===== src/verilog/fps_defines.svh =====
`ifndef FPS_DEFINES_SVH
`define FPS_DEFINES_SVH

// register offsets (byte addresses, one word each)
`define FPS_OFS_CTRL      8'h00
`define FPS_OFS_RX_ASSIGN 8'h04
`define FPS_OFS_TX_ASSIGN 8'h08
`define FPS_OFS_RX_LEN    8'h0c
`define FPS_OFS_TX_LEN    8'h10
`define FPS_OFS_STATE     8'h14
`define FPS_OFS_STATUS    8'h18
`define FPS_OFS_SDO_FAULT 8'h1c
`define FPS_OFS_ABORT     8'h20
`define FPS_OFS_EMCY      8'h24
`define FPS_OFS_ERR_REG   8'h28
`define FPS_OFS_VEND_ERR  8'h2c

// control and emergency request field positions
`define FPS_CTRL_EMCY_EN  0
`define FPS_CTRL_GEAR_1TO1 1
`define FPS_CTRL_CYC_LSB  4
`define FPS_CTRL_CYC_MSB  6
`define FPS_EMCY_COMM_BIT 8

// reset values
`define FPS_RX_DEFAULT    16'h1701
`define FPS_TX_DEFAULT    16'h1b01
`define FPS_CTRL_RST      32'h0000_0002

// mapping indices
`define FPS_RX_FIX_LO     16'h1701
`define FPS_RX_FIX_HI     16'h1705
`define FPS_RX_VAR        16'h1600
`define FPS_TX_FIX_LO     16'h1b01
`define FPS_TX_FIX_HI     16'h1b04
`define FPS_TX_VAR        16'h1a00
`define FPS_TX_VEND       16'h1bff
`define FPS_MAP_NONE      16'h0000

// limits
`define FPS_RX_MAX_OBJS   8'd10
`define FPS_TX_MAX_OBJS   8'd11
`define FPS_RX_MAX_BYTES  8'd24
`define FPS_TX_MAX_BYTES  8'd30

// emergency frame
`define FPS_EMCY_HI_BYTE  8'hff
`define FPS_EMCY_FUNC_LO  8'h93

// timing: core clock rate and base sync cycle
`define FPS_CLK_MHZ       25
`define FPS_DC_BASE_US    250
`define FPS_DC_BASE_CYC   (`FPS_DC_BASE_US * `FPS_CLK_MHZ)

`endif


===== src/verilog/fps_pkg.sv =====
package fps_pkg;
  // fieldbus communication state as written by the stack
  typedef enum logic [1:0] {
    FPS_ST_INIT,
    FPS_ST_PREOP,
    FPS_ST_SAFEOP,
    FPS_ST_OP
  } fps_state_t;

  // service-data fault kinds reported by the mailbox stack
  typedef enum logic [4:0] {
    FPS_F_NONE, FPS_F_TOGGLE, FPS_F_TIMEOUT, FPS_F_CMD, FPS_F_MEM,
    FPS_F_ACCESS, FPS_F_RD_WO, FPS_F_WR_RO, FPS_F_NO_OBJ,
    FPS_F_NOT_MAPPABLE, FPS_F_MAP_LEN, FPS_F_PARAM, FPS_F_INTERNAL,
    FPS_F_HW, FPS_F_LEN, FPS_F_LEN_HI, FPS_F_LEN_LO, FPS_F_NO_SUB,
    FPS_F_RANGE, FPS_F_TOO_HIGH, FPS_F_TOO_LOW, FPS_F_MAX_MIN,
    FPS_F_GENERAL, FPS_F_STORE, FPS_F_LOCAL, FPS_F_DEV_STATE, FPS_F_NO_DICT
  } fps_fault_t;

  typedef enum {
    FPS_E_IDLE,
    FPS_E_SEND
  } fps_emcy_t;
endpackage


===== src/verilog/fps_sync_gen.sv =====
`timescale 1ns/1ps
`default_nettype none
module fps_sync_gen #(
  parameter int CNT_W = 17
) (
  input wire logic core_clk,
  input wire logic rst,
  input wire logic run,
  input wire logic [CNT_W-1:0] period,
  output logic tick
);
  logic [CNT_W-1:0] cnt_q;

  ////////////////////////////////////////////////////////////////////////
  // free count from the shared clock, one pulse per period
  always_ff @(posedge core_clk or posedge rst) begin
    if (rst) begin
      cnt_q <= '0;
    end else if (!run || cnt_q >= period - 1'b1) begin
      cnt_q <= '0; // restart aligns the period to the enable edge
    end else begin
      cnt_q <= cnt_q + 1'b1;
    end
  end

  always_ff @(posedge core_clk or posedge rst) begin
    if (rst) begin
      tick <= 1'b0;
    end else begin
      tick <= run && (cnt_q >= period - 1'b1);
    end
  end
endmodule
`default_nettype wire


===== src/verilog/fps_slave.sv =====
// Functional notes
// - after reset receive assignment is 1701 and transmit is 1B01
// - receive may combine one of 1701..1705 with the configurable 1600
// - transmit pairs 1B01..1B04 with 1A00 or 1BFF, or 1A00 with 1BFF
// - at most ten objects total in the receive direction
// - at most eleven objects total in the transmit direction
// - too many mapped bytes raises function setting error 93.4
// - too many mapped objects raises function setting error 93.4
// - protocol faults give abort codes 0503 0000 to 0504 0005
// - illegal accesses give abort codes 0601 0000 to 0602 0000
// - unmappable object 0604 0041, mapping too long 0604 0042
// - incompatibility 0604 0043 or 0604 0047, hardware error 0606 0000
// - type or length mismatch 0607 0010, 0607 0012, 0607 0013
// - missing subindex 0609 0011, range codes 0609 0030 to 0609 0036
// - general 0800 0000, store 0800 0020..22, no dictionary 0800 0023
// - distributed-clock sync pulse periodically triggers control processing
// - cycle 250 or 500 us with gear not 1:1 raises error 93.4
// - each error or warning sends an emergency, never a comms error
// - emergency enable flag resets to off, master writes one to enable
// - emergency is 8 bytes: code, error register, vendor bytes
// - emergency error code lies in FF00..FFFF
// - vendor error status object is available to transmit process data
// - assignment changes only accepted in Pre-Operational, not retained
// - subindex 01 objects placed first, 02 second, last duplicate wins
// - transmit mappings together hold at most 30 bytes
//
// The placing of the registers and the plain strobed port were chosen for this implementation.
`timescale 1ns/1ps
`default_nettype none
`include "fps_defines.svh"
module fps_slave
  import fps_pkg::*;
#(
  parameter int DC_BASE_CYC = `FPS_DC_BASE_CYC
) (
  input wire logic core_clk,
  input wire logic rst,
  input wire logic [7:0] addr,
  input wire logic [31:0] wdata,
  input wire logic wr,
  input wire logic rd,
  output logic [31:0] rdata,
  output logic [15:0] rx_map_first,
  output logic [15:0] rx_map_second,
  output logic [15:0] tx_map_first,
  output logic [15:0] tx_map_second,
  output logic [7:0] rx_second_ofs,
  output logic [7:0] tx_second_ofs,
  output logic pd_active,
  output logic func_err,
  output logic ctrl_run,
  output logic [15:0] vendor_err,
  output logic emcy_valid,
  input wire logic emcy_ready,
  output logic [63:0] emcy_data
);
  localparam int CW = 17;

  logic [31:0] ctrl_q;
  logic [31:0] rx_asg_q, tx_asg_q, rx_len_q, tx_len_q;
  fps_state_t state_q;
  logic func_err_q;
  logic [31:0] abort_q;
  logic [7:0] err_reg_q;
  logic [15:0] vend_q;
  fps_emcy_t emcy_st_q;
  logic [63:0] emcy_data_q;
  logic emcy_sw_pend_q, emcy_fn_pend_q;
  logic [7:0] emcy_sw_code_q;
  logic [31:0] rdata_q;
  logic func_err_prev_q;

  logic wr_ctrl, wr_rxa, wr_txa, wr_rxl, wr_txl, wr_state, wr_status;
  logic wr_fault, wr_emcy, wr_errreg, wr_vend;
  logic preop;
  logic rx_ok, tx_ok, cyc_ok, map_ok;
  logic leave_req;
  logic [2:0] cyc_sel;
  logic [CW-1:0] period;
  logic sync_tick;
  logic [8:0] rx_objs, tx_objs, rx_bytes, tx_bytes;
  logic func_set;

  ////////////////////////////////////////////////////////////////////////
  // register decode
  assign wr_ctrl = wr && addr == `FPS_OFS_CTRL;
  assign wr_rxa = wr && addr == `FPS_OFS_RX_ASSIGN;
  assign wr_txa = wr && addr == `FPS_OFS_TX_ASSIGN;
  assign wr_rxl = wr && addr == `FPS_OFS_RX_LEN;
  assign wr_txl = wr && addr == `FPS_OFS_TX_LEN;
  assign wr_state = wr && addr == `FPS_OFS_STATE;
  assign wr_status = wr && addr == `FPS_OFS_STATUS;
  assign wr_fault = wr && addr == `FPS_OFS_SDO_FAULT;
  assign wr_emcy = wr && addr == `FPS_OFS_EMCY;
  assign wr_errreg = wr && addr == `FPS_OFS_ERR_REG;
  assign wr_vend = wr && addr == `FPS_OFS_VEND_ERR;
  assign preop = state_q == FPS_ST_PREOP;

  // control: emergency enable off, gear 1:1, cycle 250 us at reset
  always_ff @(posedge core_clk or posedge rst) begin
    if (rst) begin
      ctrl_q <= `FPS_CTRL_RST;
    end else if (wr_ctrl) begin
      ctrl_q <= wdata;
    end
  end

  ////////////////////////////////////////////////////////////////////////
  // assignments: writes outside pre-op are dropped
  always_ff @(posedge core_clk or posedge rst) begin
    if (rst) begin
      rx_asg_q <= {`FPS_MAP_NONE, `FPS_RX_DEFAULT};
      tx_asg_q <= {`FPS_MAP_NONE, `FPS_TX_DEFAULT};
      rx_len_q <= '0;
      tx_len_q <= '0;
    end else if (preop) begin
      if (wr_rxa) begin
        rx_asg_q <= wdata;
      end
      if (wr_txa) begin
        tx_asg_q <= wdata;
      end
      if (wr_rxl) begin
        rx_len_q <= wdata;
      end
      if (wr_txl) begin
        tx_len_q <= wdata;
      end
    end
  end

  ////////////////////////////////////////////////////////////////////////
  // combination checks
  function automatic logic in_rng(input logic [15:0] v,
                                  input logic [15:0] lo,
                                  input logic [15:0] hi);
    in_rng = v >= lo && v <= hi;
  endfunction

  function automatic logic rx_pair(input logic [15:0] a,
                                   input logic [15:0] b);
    rx_pair = in_rng(a, `FPS_RX_FIX_LO, `FPS_RX_FIX_HI) && b == `FPS_RX_VAR;
  endfunction

  function automatic logic tx_pair(input logic [15:0] a,
                                   input logic [15:0] b);
    tx_pair = (in_rng(a, `FPS_TX_FIX_LO, `FPS_TX_FIX_HI)
               && (b == `FPS_TX_VAR || b == `FPS_TX_VEND))
              || (a == `FPS_TX_VAR && b == `FPS_TX_VEND);
  endfunction

  function automatic logic rx_one(input logic [15:0] a);
    rx_one = in_rng(a, `FPS_RX_FIX_LO, `FPS_RX_FIX_HI) || a == `FPS_RX_VAR;
  endfunction

  function automatic logic tx_one(input logic [15:0] a);
    tx_one = in_rng(a, `FPS_TX_FIX_LO, `FPS_TX_FIX_HI)
             || a == `FPS_TX_VAR || a == `FPS_TX_VEND;
  endfunction

  // either subindex order is a legal pair; order only sets placement
  assign rx_ok = (rx_asg_q[31:16] == `FPS_MAP_NONE) ? rx_one(rx_asg_q[15:0])
               : (rx_pair(rx_asg_q[15:0], rx_asg_q[31:16])
                  || rx_pair(rx_asg_q[31:16], rx_asg_q[15:0]));
  assign tx_ok = (tx_asg_q[31:16] == `FPS_MAP_NONE) ? tx_one(tx_asg_q[15:0])
               : (tx_pair(tx_asg_q[15:0], tx_asg_q[31:16])
                  || tx_pair(tx_asg_q[31:16], tx_asg_q[15:0]));

  // length words: objects first, objects second, bytes first, bytes second
  assign rx_objs = {1'b0, rx_len_q[7:0]} + {1'b0, rx_len_q[15:8]};
  assign tx_objs = {1'b0, tx_len_q[7:0]} + {1'b0, tx_len_q[15:8]};
  assign rx_bytes = {1'b0, rx_len_q[23:16]} + {1'b0, rx_len_q[31:24]};
  assign tx_bytes = {1'b0, tx_len_q[23:16]} + {1'b0, tx_len_q[31:24]};

  assign cyc_sel = ctrl_q[`FPS_CTRL_CYC_MSB:`FPS_CTRL_CYC_LSB];
  // short cycles need a 1:1 gear ratio
  assign cyc_ok = cyc_sel > 3'd4 ? 1'b0
                : (cyc_sel > 3'd1 || ctrl_q[`FPS_CTRL_GEAR_1TO1]);

  assign map_ok = rx_ok && tx_ok
                  && rx_objs <= {1'b0, `FPS_RX_MAX_OBJS}
                  && tx_objs <= {1'b0, `FPS_TX_MAX_OBJS}
                  && rx_bytes <= {1'b0, `FPS_RX_MAX_BYTES}
                  && tx_bytes <= {1'b0, `FPS_TX_MAX_BYTES};

  ////////////////////////////////////////////////////////////////////////
  // state: leaving pre-op is gated by the checks
  assign leave_req = wr_state && preop
                     && wdata[1:0] > 2'(FPS_ST_PREOP);

  always_ff @(posedge core_clk or posedge rst) begin
    if (rst) begin
      state_q <= FPS_ST_INIT;
    end else if (leave_req && !(map_ok && cyc_ok)) begin
      state_q <= FPS_ST_PREOP;
    end else if (wr_state) begin
      state_q <= fps_state_t'(wdata[1:0]);
    end
  end

  // error 93.4 on a failed check, or a bad cycle while exchanging
  assign func_set = (leave_req && !(map_ok && cyc_ok))
                    || (pd_active && !cyc_ok);

  // sticky; a new failure in the clearing cycle wins
  always_ff @(posedge core_clk or posedge rst) begin
    if (rst) begin
      func_err_q <= 1'b0;
    end else if (func_set) begin
      func_err_q <= 1'b1;
    end else if (wr_status && wdata[0]) begin
      func_err_q <= 1'b0;
    end
  end

  assign func_err = func_err_q;
  // no process data while the error stands
  assign pd_active = state_q == FPS_ST_OP && !func_err_q;

  ////////////////////////////////////////////////////////////////////////
  // placement: second mapping begins after the bytes of the first
  assign rx_map_first = rx_asg_q[15:0];
  assign rx_map_second = rx_asg_q[31:16];
  assign tx_map_first = tx_asg_q[15:0];
  assign tx_map_second = tx_asg_q[31:16];
  // duplicates are left to the copier: last write wins
  assign rx_second_ofs = rx_len_q[23:16];
  assign tx_second_ofs = tx_len_q[23:16];

  ////////////////////////////////////////////////////////////////////////
  // sync pulse from the shared clock
  always_comb begin
    case (cyc_sel)
      3'd0: period = CW'(DC_BASE_CYC);
      3'd1: period = CW'(DC_BASE_CYC * 2);
      3'd2: period = CW'(DC_BASE_CYC * 4);
      3'd3: period = CW'(DC_BASE_CYC * 8);
      default: period = CW'(DC_BASE_CYC * 16);
    endcase
  end

  fps_sync_gen #(
    .CNT_W(CW)
  ) u_sync (
    .core_clk(core_clk),
    .rst(rst),
    .run(state_q != FPS_ST_INIT),
    .period(period),
    .tick(sync_tick)
  );

  // control runs only on a sync pulse with valid process data
  always_ff @(posedge core_clk or posedge rst) begin
    if (rst) begin
      ctrl_run <= 1'b0;
    end else begin
      ctrl_run <= sync_tick && pd_active;
    end
  end

  ////////////////////////////////////////////////////////////////////////
  // abort code lookup, kept until the next fault report
  function automatic logic [31:0] abort_of(input fps_fault_t f);
    case (f)
      FPS_F_TOGGLE: abort_of = 32'h0503_0000;
      FPS_F_TIMEOUT: abort_of = 32'h0504_0000;
      FPS_F_CMD: abort_of = 32'h0504_0001;
      FPS_F_MEM: abort_of = 32'h0504_0005;
      FPS_F_ACCESS: abort_of = 32'h0601_0000;
      FPS_F_RD_WO: abort_of = 32'h0601_0001;
      FPS_F_WR_RO: abort_of = 32'h0601_0002;
      FPS_F_NO_OBJ: abort_of = 32'h0602_0000;
      FPS_F_NOT_MAPPABLE: abort_of = 32'h0604_0041;
      FPS_F_MAP_LEN: abort_of = 32'h0604_0042;
      FPS_F_PARAM: abort_of = 32'h0604_0043;
      FPS_F_INTERNAL: abort_of = 32'h0604_0047;
      FPS_F_HW: abort_of = 32'h0606_0000;
      FPS_F_LEN: abort_of = 32'h0607_0010;
      FPS_F_LEN_HI: abort_of = 32'h0607_0012;
      FPS_F_LEN_LO: abort_of = 32'h0607_0013;
      FPS_F_NO_SUB: abort_of = 32'h0609_0011;
      FPS_F_RANGE: abort_of = 32'h0609_0030;
      FPS_F_TOO_HIGH: abort_of = 32'h0609_0031;
      FPS_F_TOO_LOW: abort_of = 32'h0609_0032;
      FPS_F_MAX_MIN: abort_of = 32'h0609_0036;
      FPS_F_GENERAL: abort_of = 32'h0800_0000;
      FPS_F_STORE: abort_of = 32'h0800_0020;
      FPS_F_LOCAL: abort_of = 32'h0800_0021;
      FPS_F_DEV_STATE: abort_of = 32'h0800_0022;
      FPS_F_NO_DICT: abort_of = 32'h0800_0023;
      default: abort_of = 32'h0000_0000;
    endcase
  endfunction

  always_ff @(posedge core_clk or posedge rst) begin
    if (rst) begin
      abort_q <= '0;
    end else if (wr_fault) begin
      abort_q <= abort_of(fps_fault_t'(wdata[4:0]));
    end
  end

  ////////////////////////////////////////////////////////////////////////
  // error register and vendor status word
  always_ff @(posedge core_clk or posedge rst) begin
    if (rst) begin
      err_reg_q <= '0;
      vend_q <= '0;
    end else begin
      if (wr_errreg) begin
        err_reg_q <= wdata[7:0];
      end
      if (wr_vend) begin
        vend_q <= wdata[15:0];
      end
    end
  end

  assign vendor_err = vend_q;

  ////////////////////////////////////////////////////////////////////////
  // emergency requests; comms errors never queue one
  always_ff @(posedge core_clk or posedge rst) begin
    if (rst) begin
      func_err_prev_q <= 1'b0;
    end else begin
      func_err_prev_q <= func_err_q;
    end
  end

  // a request arriving while sending stays pending
  always_ff @(posedge core_clk or posedge rst) begin
    if (rst) begin
      emcy_sw_pend_q <= 1'b0;
      emcy_sw_code_q <= '0;
    end else if (wr_emcy && !wdata[`FPS_EMCY_COMM_BIT]
                 && ctrl_q[`FPS_CTRL_EMCY_EN]) begin
      emcy_sw_pend_q <= 1'b1;
      emcy_sw_code_q <= wdata[7:0];
    end else if (emcy_st_q == FPS_E_IDLE) begin
      emcy_sw_pend_q <= 1'b0;
    end
  end

  always_ff @(posedge core_clk or posedge rst) begin
    if (rst) begin
      emcy_fn_pend_q <= 1'b0;
    end else if (func_err_q && !func_err_prev_q
                 && ctrl_q[`FPS_CTRL_EMCY_EN]) begin
      emcy_fn_pend_q <= 1'b1;
    end else if (emcy_st_q == FPS_E_IDLE && !emcy_sw_pend_q) begin
      emcy_fn_pend_q <= 1'b0;
    end
  end

  // frame builder: byte 0 in bits 7:0, held until taken
  always_ff @(posedge core_clk or posedge rst) begin
    if (rst) begin
      emcy_st_q <= FPS_E_IDLE;
      emcy_data_q <= '0;
    end else begin
      case (emcy_st_q)
        FPS_E_IDLE: begin
          if (emcy_sw_pend_q || emcy_fn_pend_q) begin
            emcy_st_q <= FPS_E_SEND;
            emcy_data_q <= {24'h00_0000, vend_q, err_reg_q,
                            `FPS_EMCY_HI_BYTE,
                            emcy_sw_pend_q ? emcy_sw_code_q
                                           : `FPS_EMCY_FUNC_LO};
          end
        end
        FPS_E_SEND: begin
          if (emcy_ready) begin
            emcy_st_q <= FPS_E_IDLE;
          end
        end
        default: emcy_st_q <= FPS_E_IDLE;
      endcase
    end
  end

  assign emcy_valid = emcy_st_q == FPS_E_SEND;
  assign emcy_data = emcy_data_q;

  ////////////////////////////////////////////////////////////////////////
  // read port, data one cycle after the strobe
  always_ff @(posedge core_clk or posedge rst) begin
    if (rst) begin
      rdata_q <= '0;
    end else if (rd) begin
      case (addr)
        `FPS_OFS_CTRL: rdata_q <= ctrl_q;
        `FPS_OFS_RX_ASSIGN: rdata_q <= rx_asg_q;
        `FPS_OFS_TX_ASSIGN: rdata_q <= tx_asg_q;
        `FPS_OFS_RX_LEN: rdata_q <= rx_len_q;
        `FPS_OFS_TX_LEN: rdata_q <= tx_len_q;
        `FPS_OFS_STATE: rdata_q <= {30'h0, state_q};
        `FPS_OFS_STATUS: rdata_q <= {27'h0, emcy_valid, cyc_ok, map_ok,
                                     pd_active, func_err_q};
        `FPS_OFS_ABORT: rdata_q <= abort_q;
        `FPS_OFS_ERR_REG: rdata_q <= {24'h0, err_reg_q};
        `FPS_OFS_VEND_ERR: rdata_q <= {16'h0, vend_q};
        default: rdata_q <= '0;
      endcase
    end else begin
      rdata_q <= '0;
    end
  end

  assign rdata = rdata_q;
endmodule
`default_nettype wire


===== config.mk =====
export PLATFORM = sky130hd
export DESIGN_NAME = fps_slave
export DESIGN_NICKNAME = d
export VERILOG_FILES = /design/src/verilog/fps_pkg.sv /design/src/verilog/fps_sync_gen.sv /design/src/verilog/fps_slave.sv
export VERILOG_INCLUDE_DIRS = /design/src /design/src/verilog
export SDC_FILE = /design/constraint.sdc
export NUM_CORES = 1
export LEC_CHECK = 0
export BUFFER_PORTS_ARGS = -buffer_cell sky130_fd_sc_hd__buf_2
export CAP_MARGIN = 25
export CORE_MARGIN = 3
export CORE_UTILIZATION = 55
export CTS_CLUSTER_SIZE = 10
export DETAILED_ROUTE_END_ITERATION = 8
export GPL_TIMING_DRIVEN = 0
export HOLD_SLACK_MARGIN = 0.15
export PLACE_DENSITY = 0.78
export SKIP_CTS_REPAIR_TIMING = 1
export SLEW_MARGIN = 30
export SYNTH_ARGS = -nofsm -noshare
export SYNTH_HDL_FRONTEND = slang
export SYNTH_SLANG_ARGS = --single-unit

===== constraint.sdc =====
create_clock -name core_clk -period 12.2 [get_ports core_clk]
set_input_delay 1.83 -clock core_clk [delete_from_list [all_inputs] [get_ports core_clk]]
set_output_delay 1.83 -clock core_clk [all_outputs]
set_load 0.01 [all_outputs]

* Word-level counts from Yosys, hierarchy flattened
Memories as Yosys holds them, arrays and structs flattened. A register that Yosys moved wholly into a read port is not among the register bits.
Index checks and enable logic that the tools add are counted.
Widths: inputs -> output; s select.
** Cells by class
- $add $sub $neg :: 6
- Order comparisons :: 16
- Eq/ne operators :: 26
- Multiplexer cells :: 19
- Reductions and logical operators :: 77
** Operator list (count)
- $pmux 32 s10 :: 1
- $eq 16x13->1 const B :: 6
- $mux 32 :: 3
- $pmux 17 s4 :: 1
- $ge 16x13->1 const B :: 4
- $le 16x13->1 const B :: 4
- $logic_not 32->1 :: 2
- $pmux 32 s2 :: 1
- $logic_and 1x1->1 :: 40
- $add 8x8->9 :: 4
- $eq 32x1->1 const B :: 1
- $eq 32x2->1 const B :: 1
- $eq 8x5->1 const B :: 4
- $eq 8x6->1 const B :: 4
- $logic_not 16->1 :: 2
- $le 9x4->1 const B :: 2
- $le 9x5->1 const B :: 2
- $add 17x1->17 const B :: 1
- $ge 17x17->1 :: 1
- $mux 17 :: 1
- $sub 17x1->17 const B :: 1
- $eq 8x4->1 const B :: 2
- $logic_or 1x1->1 :: 13
- $reduce_and 2->1 :: 6
- 16 further kinds :: 37
** Storage, ports and cells
- Register bits :: 353
- Bits in read-only memories :: 448
- Bits of input ports :: 45
- Output and inout bits :: 196
- Word-level logic and storage cells :: 165
- Memories :: 1
** Memories
- (no name shown) :: depth 32, bits a word 14, rd ports 1, clocked after memory_dff 1, wr ports 0, line fps_slave.sv:264 : case (f)

* Depth between registers and ports, before layout
Gate-level depths: netlist of the first run.
- Depth in word-level cells :: 16
- Depth in mapped cells :: 14
- Mapped depth without buffers :: 11

* Hierarchy
A second synthesis of the first run with hierarchy kept.
** Unflattened totals
- Cells, all modules :: 1382
- Area, all modules :: 15060.7 µm²
** By module, submodules not included
- fps_slave :: instances 1, cells an instance 1215, area each 13579.3 µm², seq. area each 6995.5 µm²
- fps_sync_gen :: instances 1, cells an instance 167, area each 1481.4 µm², seq. area each 450.4 µm²

* Worst setup path before layout of the first run
OpenSTA, ideal clock, no wires.
- Path kind :: input port to flip-flop
- From :: in addr[5]
- To :: reg tx_len_q[31]
- Library setup time :: 0.128 ns
- Arrival time :: 3.537 ns
- Data required time :: 12.072 ns
- Path slack :: 8.536 ns
- Cell stages on the path :: 6
- Buffers on the path :: 2
- Cell sequence :: or4b_1 clkbuf_1 nor2_1 nand2_1 clkbuf_1 mux2_1
** On the way
- Longest elaborated chain between the ends :: 3
** RTL lines
- start: declaration :: line fps_slave.sv:38 : input wire logic [7:0] addr,
- $eq 8x5->1
- $logic_and 1x1->1 (no source line)
- $reduce_and 2->1 (no source line)
- end signal: assignment :: line fps_slave.sv:127 : tx_len_q <= wdata;
- end: declaration :: line fps_slave.sv:60 : logic [31:0] rx_asg_q, tx_asg_q, rx_len_q, tx_len_q;
No other way between the ends.
A chain may end at the register's enable or synchronous reset.

* Worst setup path in the final report of the first run
- From :: in addr[4]
- To :: reg rdata_q[1], in the netlist rdata[1]
** On the way
- Longest elaborated chain between the ends :: 3
- Elaborated cells on any way between the ends :: 12
- Those cells by class :: 9 x eq/ne; 2 x mux; 1 x reduce/logical
** RTL lines
- $eq 8x6->1, or another cell as far along :: line fps_slave.sv:391 : case (addr)
- $pmux 32 s10 (*) :: line fps_slave.sv:391
- $mux 32 (*) :: line fps_slave.sv:390 : end else if (rd) begin
- end signal: assignment :: line fps_slave.sv:392 : `FPS_OFS_CTRL: rdata_q <= ctrl_q;
- end signal: assignment :: line fps_slave.sv:393 : `FPS_OFS_RX_ASSIGN: rdata_q <= rx_asg_q;
- end signal: assignment :: line fps_slave.sv:394 : `FPS_OFS_TX_ASSIGN: rdata_q <= tx_asg_q;
- end: declaration :: line fps_slave.sv:70 : logic [31:0] rdata_q;
Every way passes the cells marked *; elsewhere a longest branch is shown, timed or not.

==> results of run 1 <==
==> synthesized netlist by cell type, types with 8 or more instances <==
master    instances
nand2_1         155
a221oi_1          9
nor4_1           11
nand3_1          21
and3_1            9
clkbuf_1         57
dfstp_2          11
xor2_1           16
nor2_1           57
o21ai_0          69
a31oi_1          32
inv_1            29
xnor2_1          10
dfrtp_1         286
mux2_2          164
a21oi_1          20
ha_1             57
a21o_1           12
a22oi_1          79
or4_1             8
nand4_1          14
a22o_1           13
nor3_1            9
or3_1            10
buf_4            47
==> cell usage in the layout (no fill, tap or decap), drive strengths merged, types with 6 or more instances in the layout <==
cell    synthesis  layout
dfrtp         286     286
buf            54     271
mux2          165     165
nand2         155     155
clkbuf         57     109
a22oi          79      79
o21ai          69      69
nor2           61      61
ha             57      57
a31oi          32      32
inv            29      31
conb            1      24
nand3          21      21
a21oi          20      20
xor2           16      16
nand4          14      14
a22o           13      13
nor4           13      13
a21o           12      12
dfstp          11      11
or3            10      10
xnor2          10      10
nor3           10      10
and3            9       9
a221oi          9       9
or4             8       8
nand2b          7       7
a211oi          7       7
nor2b           7       7
mux2i           6       6
==> critical path, delay by kind of cell <==
family                 cells  cell delay, ps
AO/OA/AOI/OAI              3            1070
buffers and inverters      3             880
AND/OR/NAND/NOR            3             720
==> metrics by stage <==
| stage | cells | hold slack (ps) | power [mW] |
|---|---|---|---|
| after floorplan | 1360 | 410.3 | 1.253 |
| after global placement | 1909 | 424.5 | 1.336 |
| after CTS | 1969 | 434.8 | 2.303 |
| final | 1969 | 433.0 | 2.297 |
| after detailed placement | 1912 | 421.8 | 1.349 |
| after global routing | 1969 | 479.0 | 2.384 |
==> layout make-up <==
| class | instances | share of cell area (%) |
|---|---|---|
| Timing Repair Buffer | 217 | 6.568 |
| Tap cell | 335 | 2.387 |
| Clock buffer | 52 | 5.528 |
| Inverter | 29 | 0.6625 |
| Buffer | 111 | 3.412 |
| Clock inverter | 5 | 0.3277 |
| Multi-Input combinational cell | 923 | 38.72 |
| Sequential cell | 297 | 42.40 |
==> sequential cells by signal, indices dropped and copies added, names as in the netlist, 2 cells and up <==
name	cells
u_sync.cnt_q	17
abort_q	14
rdata	32
emcy_data	33
state_q	2
tx_asg_q	32
tx_len_q	32
vendor_err	16
rx_len_q	32
err_reg_q	8
ctrl_q	32
emcy_sw_code_q	8
rx_asg_q	32
==> metal layers <==
layer,vias up,share of wire [%]
li1,5408,-
met1,6054,42
met2,607,46
met3,120,8.5
met4,0,3.8
met5,-,0
==> cell families (layout without fill, tap and decap cells) <==
logic type                 after synthesis  in the layout  share of synthesized area, %
AOI/OAI and AO/OA                      295            295                         13.88
xor gates and xnor gates                26             26                         1.532
adders and majority gates               61             61                         5.336
buffers and inverters                  140            414                         4.764
DFF                                    297            297                         50.09
muxes                                  171            171                         12.90
other                                    1             24                       0.02523
and+or+nand+nor                        346            346                         11.47
==> how the worst max path moves through the flow <==
| stage | end | start |
|---|---|---|
| 2_1_floorplan | abort_q[0] | rst |
| 6_report | rdata[1] | addr[4] |
| 4_1_cts | rx_asg_q[18] | addr[5] |
| 5_1_grt | rdata[1] | addr[4] |
| 3_5_place_dp | tx_len_q[31] | addr[5] |
| 3_3_place_gp | emcy_data[38] | rst |
==> where the power goes <==
group / internal (mW) / switching [mW]
sequential: 1.03 / 0.0593
clock: 0.554 / 0.405
combinational: 0.110 / 0.137
==> qor.txt, run 1 <==
Outcome -> completed
Worst rel slew slack -> 36.22%
Ys flop type -> dfrtp_1
Starting Density -> 56.57%
WL final -> 45010 um
Hold Crit Start -> func_err_prev_q
VDD IR max -> 102.9 uV
Final max-slew violation count -> 0
# IOs -> 241
Post-layout min period -> 4139 ps
Clock buffer count from CTS -> 36
Setup TNS -> 0 ps
Port bufs -> 214
Drt pass-1 iters -> 5
Largest area contributor in the netlist -> dfrtp_1
Mean post-synth cell area -> 11.12 sq um
Clock-pin slew on the worst setup and hold paths -> 60 ps
CTS Sinks -> 297
Maxcap violations -> 0
Hold Path End -> emcy_fn_pend_q
WL/cell -> 22.86 um
Least-Margin Pin Slew -> 956.7 ps
#FFs+latches synth -> 297
R2R setup slack -> 8430 ps
Arrival @ worst endpoint -> 4490 ps
Yosys warning count -> 0
Met2 usage -> 48.45%
Finished Cell Area -> 17560 sq um
Die ar. -> 29040 sq um
Final core utilization -> 66.83%
Post-route DRC -> 0
P per Cell Area -> 130.8 nW/um^2
Placed Area -> 16530 sq um
Global route hottest layer -> met2
Largest net degree at the start of global routing -> 98
Lkg Pwr -> 9.052 nW
Reg2Reg Depth -> 13
Die Wd -> 170.4 um
Die height -> 170.4 um
Met3 Use GR -> 6.899%
Most frequent CP cell -> clkbuf_1
Diodes inserted -> 0
Ys async rst share -> 100.0%
First-pass GRT wire length -> 69270 um
Final HPWL DP -> 32980 um
CTS H-tree lvls -> 2
Synth cell types -> 77
Critical Path RT -> 12550 ps
Register area -> 7446 sq um
Number of global-route vias before repair -> 12080
Crit path max fanout -> 10
Row count -> 59
Final setup viols -> 0
Multi-input gate area -> 6800 sq um
Final hold vios -> 0
DRT iter0 DRCs -> 1176
Critical Path End Type -> flip-flop
# nets final -> 1721
Smallest setup slack after layout -> 8061 ps
Slowest stage delay, CP -> 690 ps
Met1 Use GR -> 42.15%
Seq/Total Area, Yosys -> 50.09%
Final antenna-violating net count -> 0
CTS Buffer Depth -> 3
Global-route usage over all layers -> 30.81%
RR Startpoint -> ctrl_q[5]
Synth-to-Final Area Change -> 18.15%
Post-synth top area share -> 48.14%
Total grt overflow -> 0
Vias/cell -> 6.190
Fillers -> 2035
Critical-path cell list -> buf_2 > or4b_1 > clkbuf_1 > nor2_1 > nor4_1 > o221ai_1 > o41ai_2 > clkbuf_1 > a31oi_1
Fmax -> 241.6 MHz
Hold Crit Depth -> 1
Pre-CTS setup slack -> 7653 ps
Crit path kind -> input pin to flip-flop
Critical Path Start Type -> input pin
Hold WC Path Type -> flip-flop to flip-flop
TritonCTS clock tree -> yes
Post-Syn Area -> 14870 sq um
Vias -> 12190
RSZ-0062 raised after global routing -> false
EDFF count, synth -> 0
Clk_lat worst skew -> 520 ps
CP max-delay cell -> o41ai_2
Mapped Cells -> 1337
Reg2reg end -> u_sync.cnt_q[14]
Root Buffer -> clkbuf_16
Initial antenna violation count -> 0
Share of cells above drive strength 1 -> 31.03%
Largest cells by area after synthesis -> dfrtp_1 48%, mux2_2 12%, ha_1 4.8%
Clock Skew -> 11.81 ps
Period Utilization, post-route -> 33.92%
Routability cong. -> 0.9866
Core box area -> 26280 sq um
Power figures use the tool's default switching activity.
==> inputs of run 2 (changes only) <==
Clock period 12.2 ns to 4.3 ns, I/O delays scaled along.
==> run 2 against run 1 <==
Compared with the run above: core utilization grew 0.64 points; power rose to 2.9 times the previous value; register-to-register slack lost 7800 ps; non-clock buffer count is 8 higher; clock-buffer cell count up 3; worst hold slack worse by 290 ps; via count grew 1.2%; sequential power grew to 2.8 times the previous value.
==> qor.txt, run 2 (synthesis gave the netlist of run 1 again) <==
DRT iter0 DRCs -> 1302 (was 1176)
Final HPWL DP -> 33550 um (was 32980 um)
Clock Skew -> 16.28 ps (was 11.81 ps)
Fmax -> 270.8 MHz
Row count -> 59 (unchanged)
Period Utilization, post-route -> 85.86%
Number of flip-flops in the largest register -> 33 (unchanged)
Clk_lat worst skew -> 520 ps (about the same)
Dpl cells -> 1920 (was 1912)
Vias -> 12330 (was 12190)
Hold WC Path Type -> input pin to async pin (was flip-flop to flip-flop)
Crit path max fanout -> 10 (unchanged)
Seq pwr share -> 47.2% (was 47.5%)
Root Buffer -> clkbuf_16 (unchanged)
Die Wd -> 170.4 um (unchanged)
Total grt overflow -> 0 (unchanged)
Post-layout min period -> 3692 ps
# IOs -> 241 (unchanged)
CTS H-tree lvls -> 2 (unchanged)
Final max-slew violation count -> 0 (unchanged)
Most frequent cells in the layout -> 286 x dfrtp_1, 219 x buf_2, 164 x mux2_2 (unchanged)
Share of cells above drive strength 1 -> 31.35% (was 31.03%)
Final core utilization -> 67.47% (was 66.83%)
Routability cong. -> 0.9919 (was 0.9866)
Net Sw Power -> 1.693 mW (was 0.6021 mW)
Outcome -> completed (unchanged)
Placed Area -> 16690 sq um (was 16530 sq um)
Drt pass-1 iters -> 6 (was 5)
Global-route usage over all layers -> 31.07% (was 30.81%)
Final hold vios -> 0 (unchanged)
Core box area -> 26280 sq um (unchanged)
Hold Slack -> 138.6 ps (was 433.0 ps)
Final Non-Filler Cells -> 1978 (was 1969)
WL final -> 45550 um (was 45010 um)
VDD IR max -> 305.1 uV (was 102.9 uV)
Die ar. -> 29040 sq um (unchanged)
Fillers -> 2012 (was 2035)
Critical Path Start Type -> flip-flop (was input pin)
RSZ-0062 raised after global routing -> false (unchanged)
Finished Cell Area -> 17730 sq um (was 17560 sq um)
Starting Density -> 56.57% (unchanged)
Internal Power -> 4.868 mW (was 1.695 mW)
Number of global-route vias before repair -> 12040 (was 12080)
P per Cell Area -> 370.0 nW/um^2 (was 130.8 nW/um^2)
Port bufs -> 214 (unchanged)
Clock share of power -> 42.0% (was 41.8%)
CTS Buffer Depth -> 3 (unchanged)
Lkg Pwr -> 9.131 nW (was 9.052 nW)
First-pass GRT wire length -> 69750 um (was 69270 um)
Die height -> 170.4 um (unchanged)
Synth-to-Final Area Change -> 19.27% (was 18.15%)
Initial antenna violation count -> 0 (unchanged)
Clock-pin slew on the worst setup and hold paths -> 60 ps (about the same)
Clock buffer count from CTS -> 36 (unchanged)
Maxcap violations -> 0 (unchanged)
WL/cell -> 23.03 um (was 22.86 um)
Final setup viols -> 0 (unchanged)
Post-route DRC -> 0 (unchanged)
Critical Path End Type -> flip-flop (unchanged)
Worst rel slew slack -> 38.42% (was 36.22%)
TritonCTS clock tree -> yes (unchanged)
Diodes inserted -> 0 (unchanged)
CTS Sinks -> 297 (unchanged)
Commonest non-fill, non-tap cell in the layout -> dfrtp_1 (unchanged)
# nets final -> 1729 (was 1721)
Arrival @ worst endpoint -> 4140 ps (was 4490 ps)
Sw Ratio -> 25.80% (was 26.22%)
Vias/cell -> 6.234 (was 6.190)
Critical Path RT -> 4740 ps (was 12550 ps)
Final antenna-violating net count -> 0 (unchanged)
Crit path kind -> flip-flop to flip-flop (was input pin to flip-flop)
Combinational power share -> 10.9% (was 10.8%)
Least-Margin Pin Slew -> 923.7 ps (was 956.7 ps)
Largest net degree at the start of global routing -> 31 (was 98)
run 2: cell types whose count changed in the layout (fill, tap and decap cells not counted), sizes merged:
cell,delta
clkinv,-2
clkbuf,+3
buf,+8
run 2: metrics by stage:
stage / setup WS [ps] / TNS, ps / power (mW)
5_1_grt: 341.9 / 0 / 6.792
2_1_floorplan: -281.1 / -80400 / 3.555
3_3_place_gp: -1891 / -534700 / 3.791
4_1_cts: 588.2 / 0 / 6.568
3_5_place_dp: 597.9 / 0 / 3.844
6_report: 607.8 / 0 / 6.560
run 2: per-layer routing:
metal	part of all wire (%)	global-route usage (%)	up-vias
met3	8.5	5.412	113
met4	3.5	10.83	0
met2	47	49.38	649
li1	-	-	5407
met5	0	0	-
met1	41	43.46	6161
run 2: final timing paths:
| kind | startpoint | endpoint | slack (ps) | depth (start not counted) |
|---|---|---|---|---|
| worst max-delay path | ctrl_q[5] | u_sync.cnt_q[15] | 610 | 13 |
| worst min-delay path | rst | ctrl_run | 140 | 2 |
| worst max register to register | ctrl_q[5] | u_sync.cnt_q[15] | 610 | 13 |
| worst min register to register | func_err_prev_q | emcy_fn_pend_q | 440 | 1 |
| max in group asynchronous | rst | rx_asg_q[12] | 2720 | 7 |
| min in group core_clk | emcy_ready | emcy_st_q[0] | 300 | 2 |
run 2: worst max-delay path, stage by stage (launching register included):
cell,delay [ps]
dfrtp_1,360
clkbuf_1,250
or2_2,420
or2_2,320
ha_1,280
ha_1,270
a21o_1,150
a211oi_1,230
o21ai_0,150
and3_1,180
a2111o_1,380
clkbuf_1,210
clkbuf_1,280
nor2_1,160
run 2: cell type report:
| cell class | instances | area (sq um) | share of cell area [%] |
|---|---|---|---|
| flip-flops and latches | 297 | 7446 | 41.99 |
| clock buffers | 55 | 1013 | 5.716 |
| multi-input cells | 923 | 6800 | 38.35 |
| clock inverters | 3 | 26.28 | 0.1482 |
| well taps | 335 | 419.2 | 2.364 |
| plain buffers | 111 | 599.3 | 3.380 |
| inverters | 29 | 112.6 | 0.6351 |
| repair buffers | 225 | 1314 | 7.409 |
run 2: power by group through the flow:
stage                     logic, mW  clock network, mW  registers [mW]
after floorplan               0.460                  0            3.09
after global placement        0.661                  0            3.13
after detailed placement      0.712                  0            3.13
after CTS                     0.716               2.76            3.09
after global routing          0.799               2.89            3.11
final                         0.715               2.75            3.09
==> inputs of run 3 (changes only) <==
==> constraint.sdc (replaced) <==
create_clock -name core_clk -period 4.3 [get_ports core_clk]
set_input_delay 0.215 -clock core_clk [delete_from_list [all_inputs] [get_ports core_clk]]
set_output_delay 0.215 -clock core_clk [all_outputs]
set_load 0.01 [all_outputs]
==> run 3 against run 2 <==
Compared with the run above: first-iteration DRC count shrank 5.1%; combinational power grew 3.2%; setup slack gained 2.2 ps; register-to-register slack is essentially flat; flip-flop and latch count is the same; critical path type unchanged; sequential power is essentially flat; fmax is essentially flat; via count grew 1.0%.
==> qor.txt, run 3 (synthesis gave the netlist of run 1 again) <==
Placed Area -> 16690 sq um (unchanged)
Least-Margin Pin Slew -> 933.4 ps (was 923.7 ps)
Worst rel slew slack -> 37.78% (was 38.42%)
Vias -> 12460 (was 12330)
Crit path buf inv count -> 3 (unchanged)
Drt pass-1 iters -> 8 (was 6)
WL/cell -> 22.90 um (was 23.03 um)
Clock share of power -> 41.8% (was 42.0%)
Clock Skew -> 19.74 ps (was 16.28 ps)
Clk_lat worst skew -> 520 ps (about the same)
Synth-to-Final Area Change -> 21.36% (was 19.27%)
Post-route DRC -> 0 (unchanged)
Row count -> 59 (unchanged)
Post-layout min period -> 3690 ps (was 3692 ps)
First-pass GRT wire length -> 69750 um (unchanged)
Share of cells above drive strength 1 -> 30.76% (was 31.35%)
Critical Path RT -> 4750 ps (was 4740 ps)
Die ar. -> 29040 sq um (unchanged)
Crit path kind -> flip-flop to flip-flop (unchanged)
Arrival @ worst endpoint -> 4140 ps (about the same)
Hold WC Path Type -> input pin to flip-flop (was input pin to async pin)
Internal Power -> 4.886 mW (was 4.868 mW)
Dpl cells -> 1920 (unchanged)
Number of global-route vias before repair -> 12040 (unchanged)
Fmax -> 271.0 MHz (was 270.8 MHz)
CP max-delay cell -> or2_2 (unchanged)
Final HPWL DP -> 33550 um (unchanged)
DRT iter0 DRCs -> 1235 (was 1302)
Net Sw Power -> 1.696 mW (was 1.693 mW)
Crit path max fanout -> 10 (unchanged)
# IOs -> 241 (unchanged)
Port bufs -> 214 (unchanged)
CTS Buffer Depth -> 3 (unchanged)
RSZ-0062 raised after global routing -> false (unchanged)
Sw Ratio -> 25.76% (was 25.80%)
Final max-slew violation count -> 0 (unchanged)
Die Wd -> 170.4 um (unchanged)
Multi-input gate area -> 6800 sq um (unchanged)
Clock-pin slew on the worst setup and hold paths -> 60 ps (about the same)
Diodes inserted -> 0 (unchanged)
Most frequent cells in the layout -> 286 x dfrtp_1, 219 x buf_2, 164 x mux2_2 (unchanged)
Die height -> 170.4 um (unchanged)
Root Buffer -> clkbuf_16 (unchanged)
Hold Slack -> 126.4 ps (was 138.6 ps)
Seq pwr share -> 47.0% (was 47.2%)
CTS Sinks -> 297 (unchanged)
Final setup viols -> 0 (unchanged)
Final antenna-violating net count -> 0 (unchanged)
# nets final -> 1760 (was 1729)
Core box area -> 26280 sq um (unchanged)
CTS H-tree lvls -> 2 (unchanged)
Largest net degree at the start of global routing -> 31 (unchanged)
Initial antenna violation count -> 0 (unchanged)
TritonCTS clock tree -> yes (unchanged)
Top delay family on crit path -> simple AND/OR/NAND/NOR gates (unchanged)
Commonest non-fill, non-tap cell in the layout -> dfrtp_1 (unchanged)
Clock buffer count from CTS -> 36 (unchanged)
Outcome -> completed (unchanged)
Starting Density -> 56.57% (unchanged)
Fillers -> 1966 (was 2012)
Finished Cell Area -> 18040 sq um (was 17730 sq um)
Register area -> 7446 sq um (unchanged)
Maxcap violations -> 0 (unchanged)
Global-route usage over all layers -> 31.07% (unchanged)
Critical Path End Type -> flip-flop (unchanged)
Critical-path cell list -> clkbuf_1 > or2_2 > or2_2 > ha_1 > ha_1 > a21o_1 > a211oi_1 > o21ai_0 > and3_1 > a2111o_1 > clkbuf_1 > clkbuf_1 > nor2_1 (unchanged)
Pre-CTS setup slack -> 597.9 ps (unchanged)
Smallest setup slack after layout -> 610.0 ps (was 607.8 ps)
P per Cell Area -> 364.8 nW/um^2 (was 370.0 nW/um^2)
Design Power -> 6.582 mW (was 6.560 mW)
Number of flip-flops in the largest register -> 33 (unchanged)
Critical Path Start Type -> flip-flop (unchanged)
Final hold vios -> 0 (unchanged)
WL final -> 46000 um (was 45550 um)
Combinational power share -> 11.2% (was 10.9%)
Routability cong. -> 0.9919 (unchanged)
Period Utilization, post-route -> 85.81% (was 85.86%)
Vias/cell -> 6.202 (was 6.234)
Slowest stage delay, CP -> 420 ps (about the same)
Most frequent CP cell -> clkbuf_1 (unchanged)
Lkg Pwr -> 9.260 nW (was 9.131 nW)
VDD IR max -> 305.6 uV (was 305.1 uV)
Total grt overflow -> 0 (unchanged)
Final Non-Filler Cells -> 2009 (was 1978)
## run 3: final timing paths
| check | startpoint | depth (start not counted) | to | slack (ps) |
|---|---|---|---|---|
| min | wdata[4] | 4 | abort_q[18] | 130 |
| max | ctrl_q[5] | 13 | u_sync.cnt_q[15] | 610 |
| max in group asynchronous | rst | 8 | tx_asg_q[11] | 2590 |
| min in group asynchronous | rst | 3 | ctrl_run | 260 |
| max reg2reg | ctrl_q[5] | 13 | u_sync.cnt_q[15] | 610 |
| min reg2reg | func_err_prev_q | 1 | emcy_fn_pend_q | 440 |
## run 3: metrics by stage
| stage | setup TNS (ps) | util, % |
|---|---|---|
| after global routing | 0 | 68.65 |
| after CTS | 0 | 67.47 |
| final | 0 | 68.65 |
| after detailed placement | 0 | 63.51 |
| after global placement | -407120 | 62.58 |
| after floorplan | 0 | - |
## run 3: power by group through the flow
stage | registers [mW] | logic (mW) | clock network, mW
6_report | 3.09 | 0.738 | 2.75
5_1_grt | 3.11 | 0.823 | 2.89
4_1_cts | 3.09 | 0.716 | 2.76
3_5_place_dp | 3.13 | 0.712 | 0
3_3_place_gp | 3.13 | 0.661 | 0
2_1_floorplan | 3.09 | 0.460 | 0
## run 3: layer usage
layer / share of wire [%] / track usage, % / up-vias
met5: 0 / 0 / -
met1: 41 / 43.46 / 6196
met2: 47 / 49.38 / 665
met3: 8.8 / 5.412 / 118
met4: 3.5 / 10.83 / 0
li1: - / - / 5480
## run 3: layout make-up
class	instances	area share, %
plain buffers	111	3.322
clock buffers	55	5.618
clock inverters	3	0.1456
inverters	29	0.6242
multi-input cells	923	37.69
flip-flops and latches	297	41.27
well taps	335	2.323
repair buffers	256	9.002
## run 3: worst reg2reg max path: stages (launching register included)
cell,delay (ps)
dfrtp_1,360
clkbuf_1,250
or2_2,420
or2_2,320
ha_1,280
ha_1,270
a21o_1,150
a211oi_1,230
o21ai_0,150
and3_1,180
a2111o_1,380
clkbuf_1,210
clkbuf_1,280
nor2_1,160
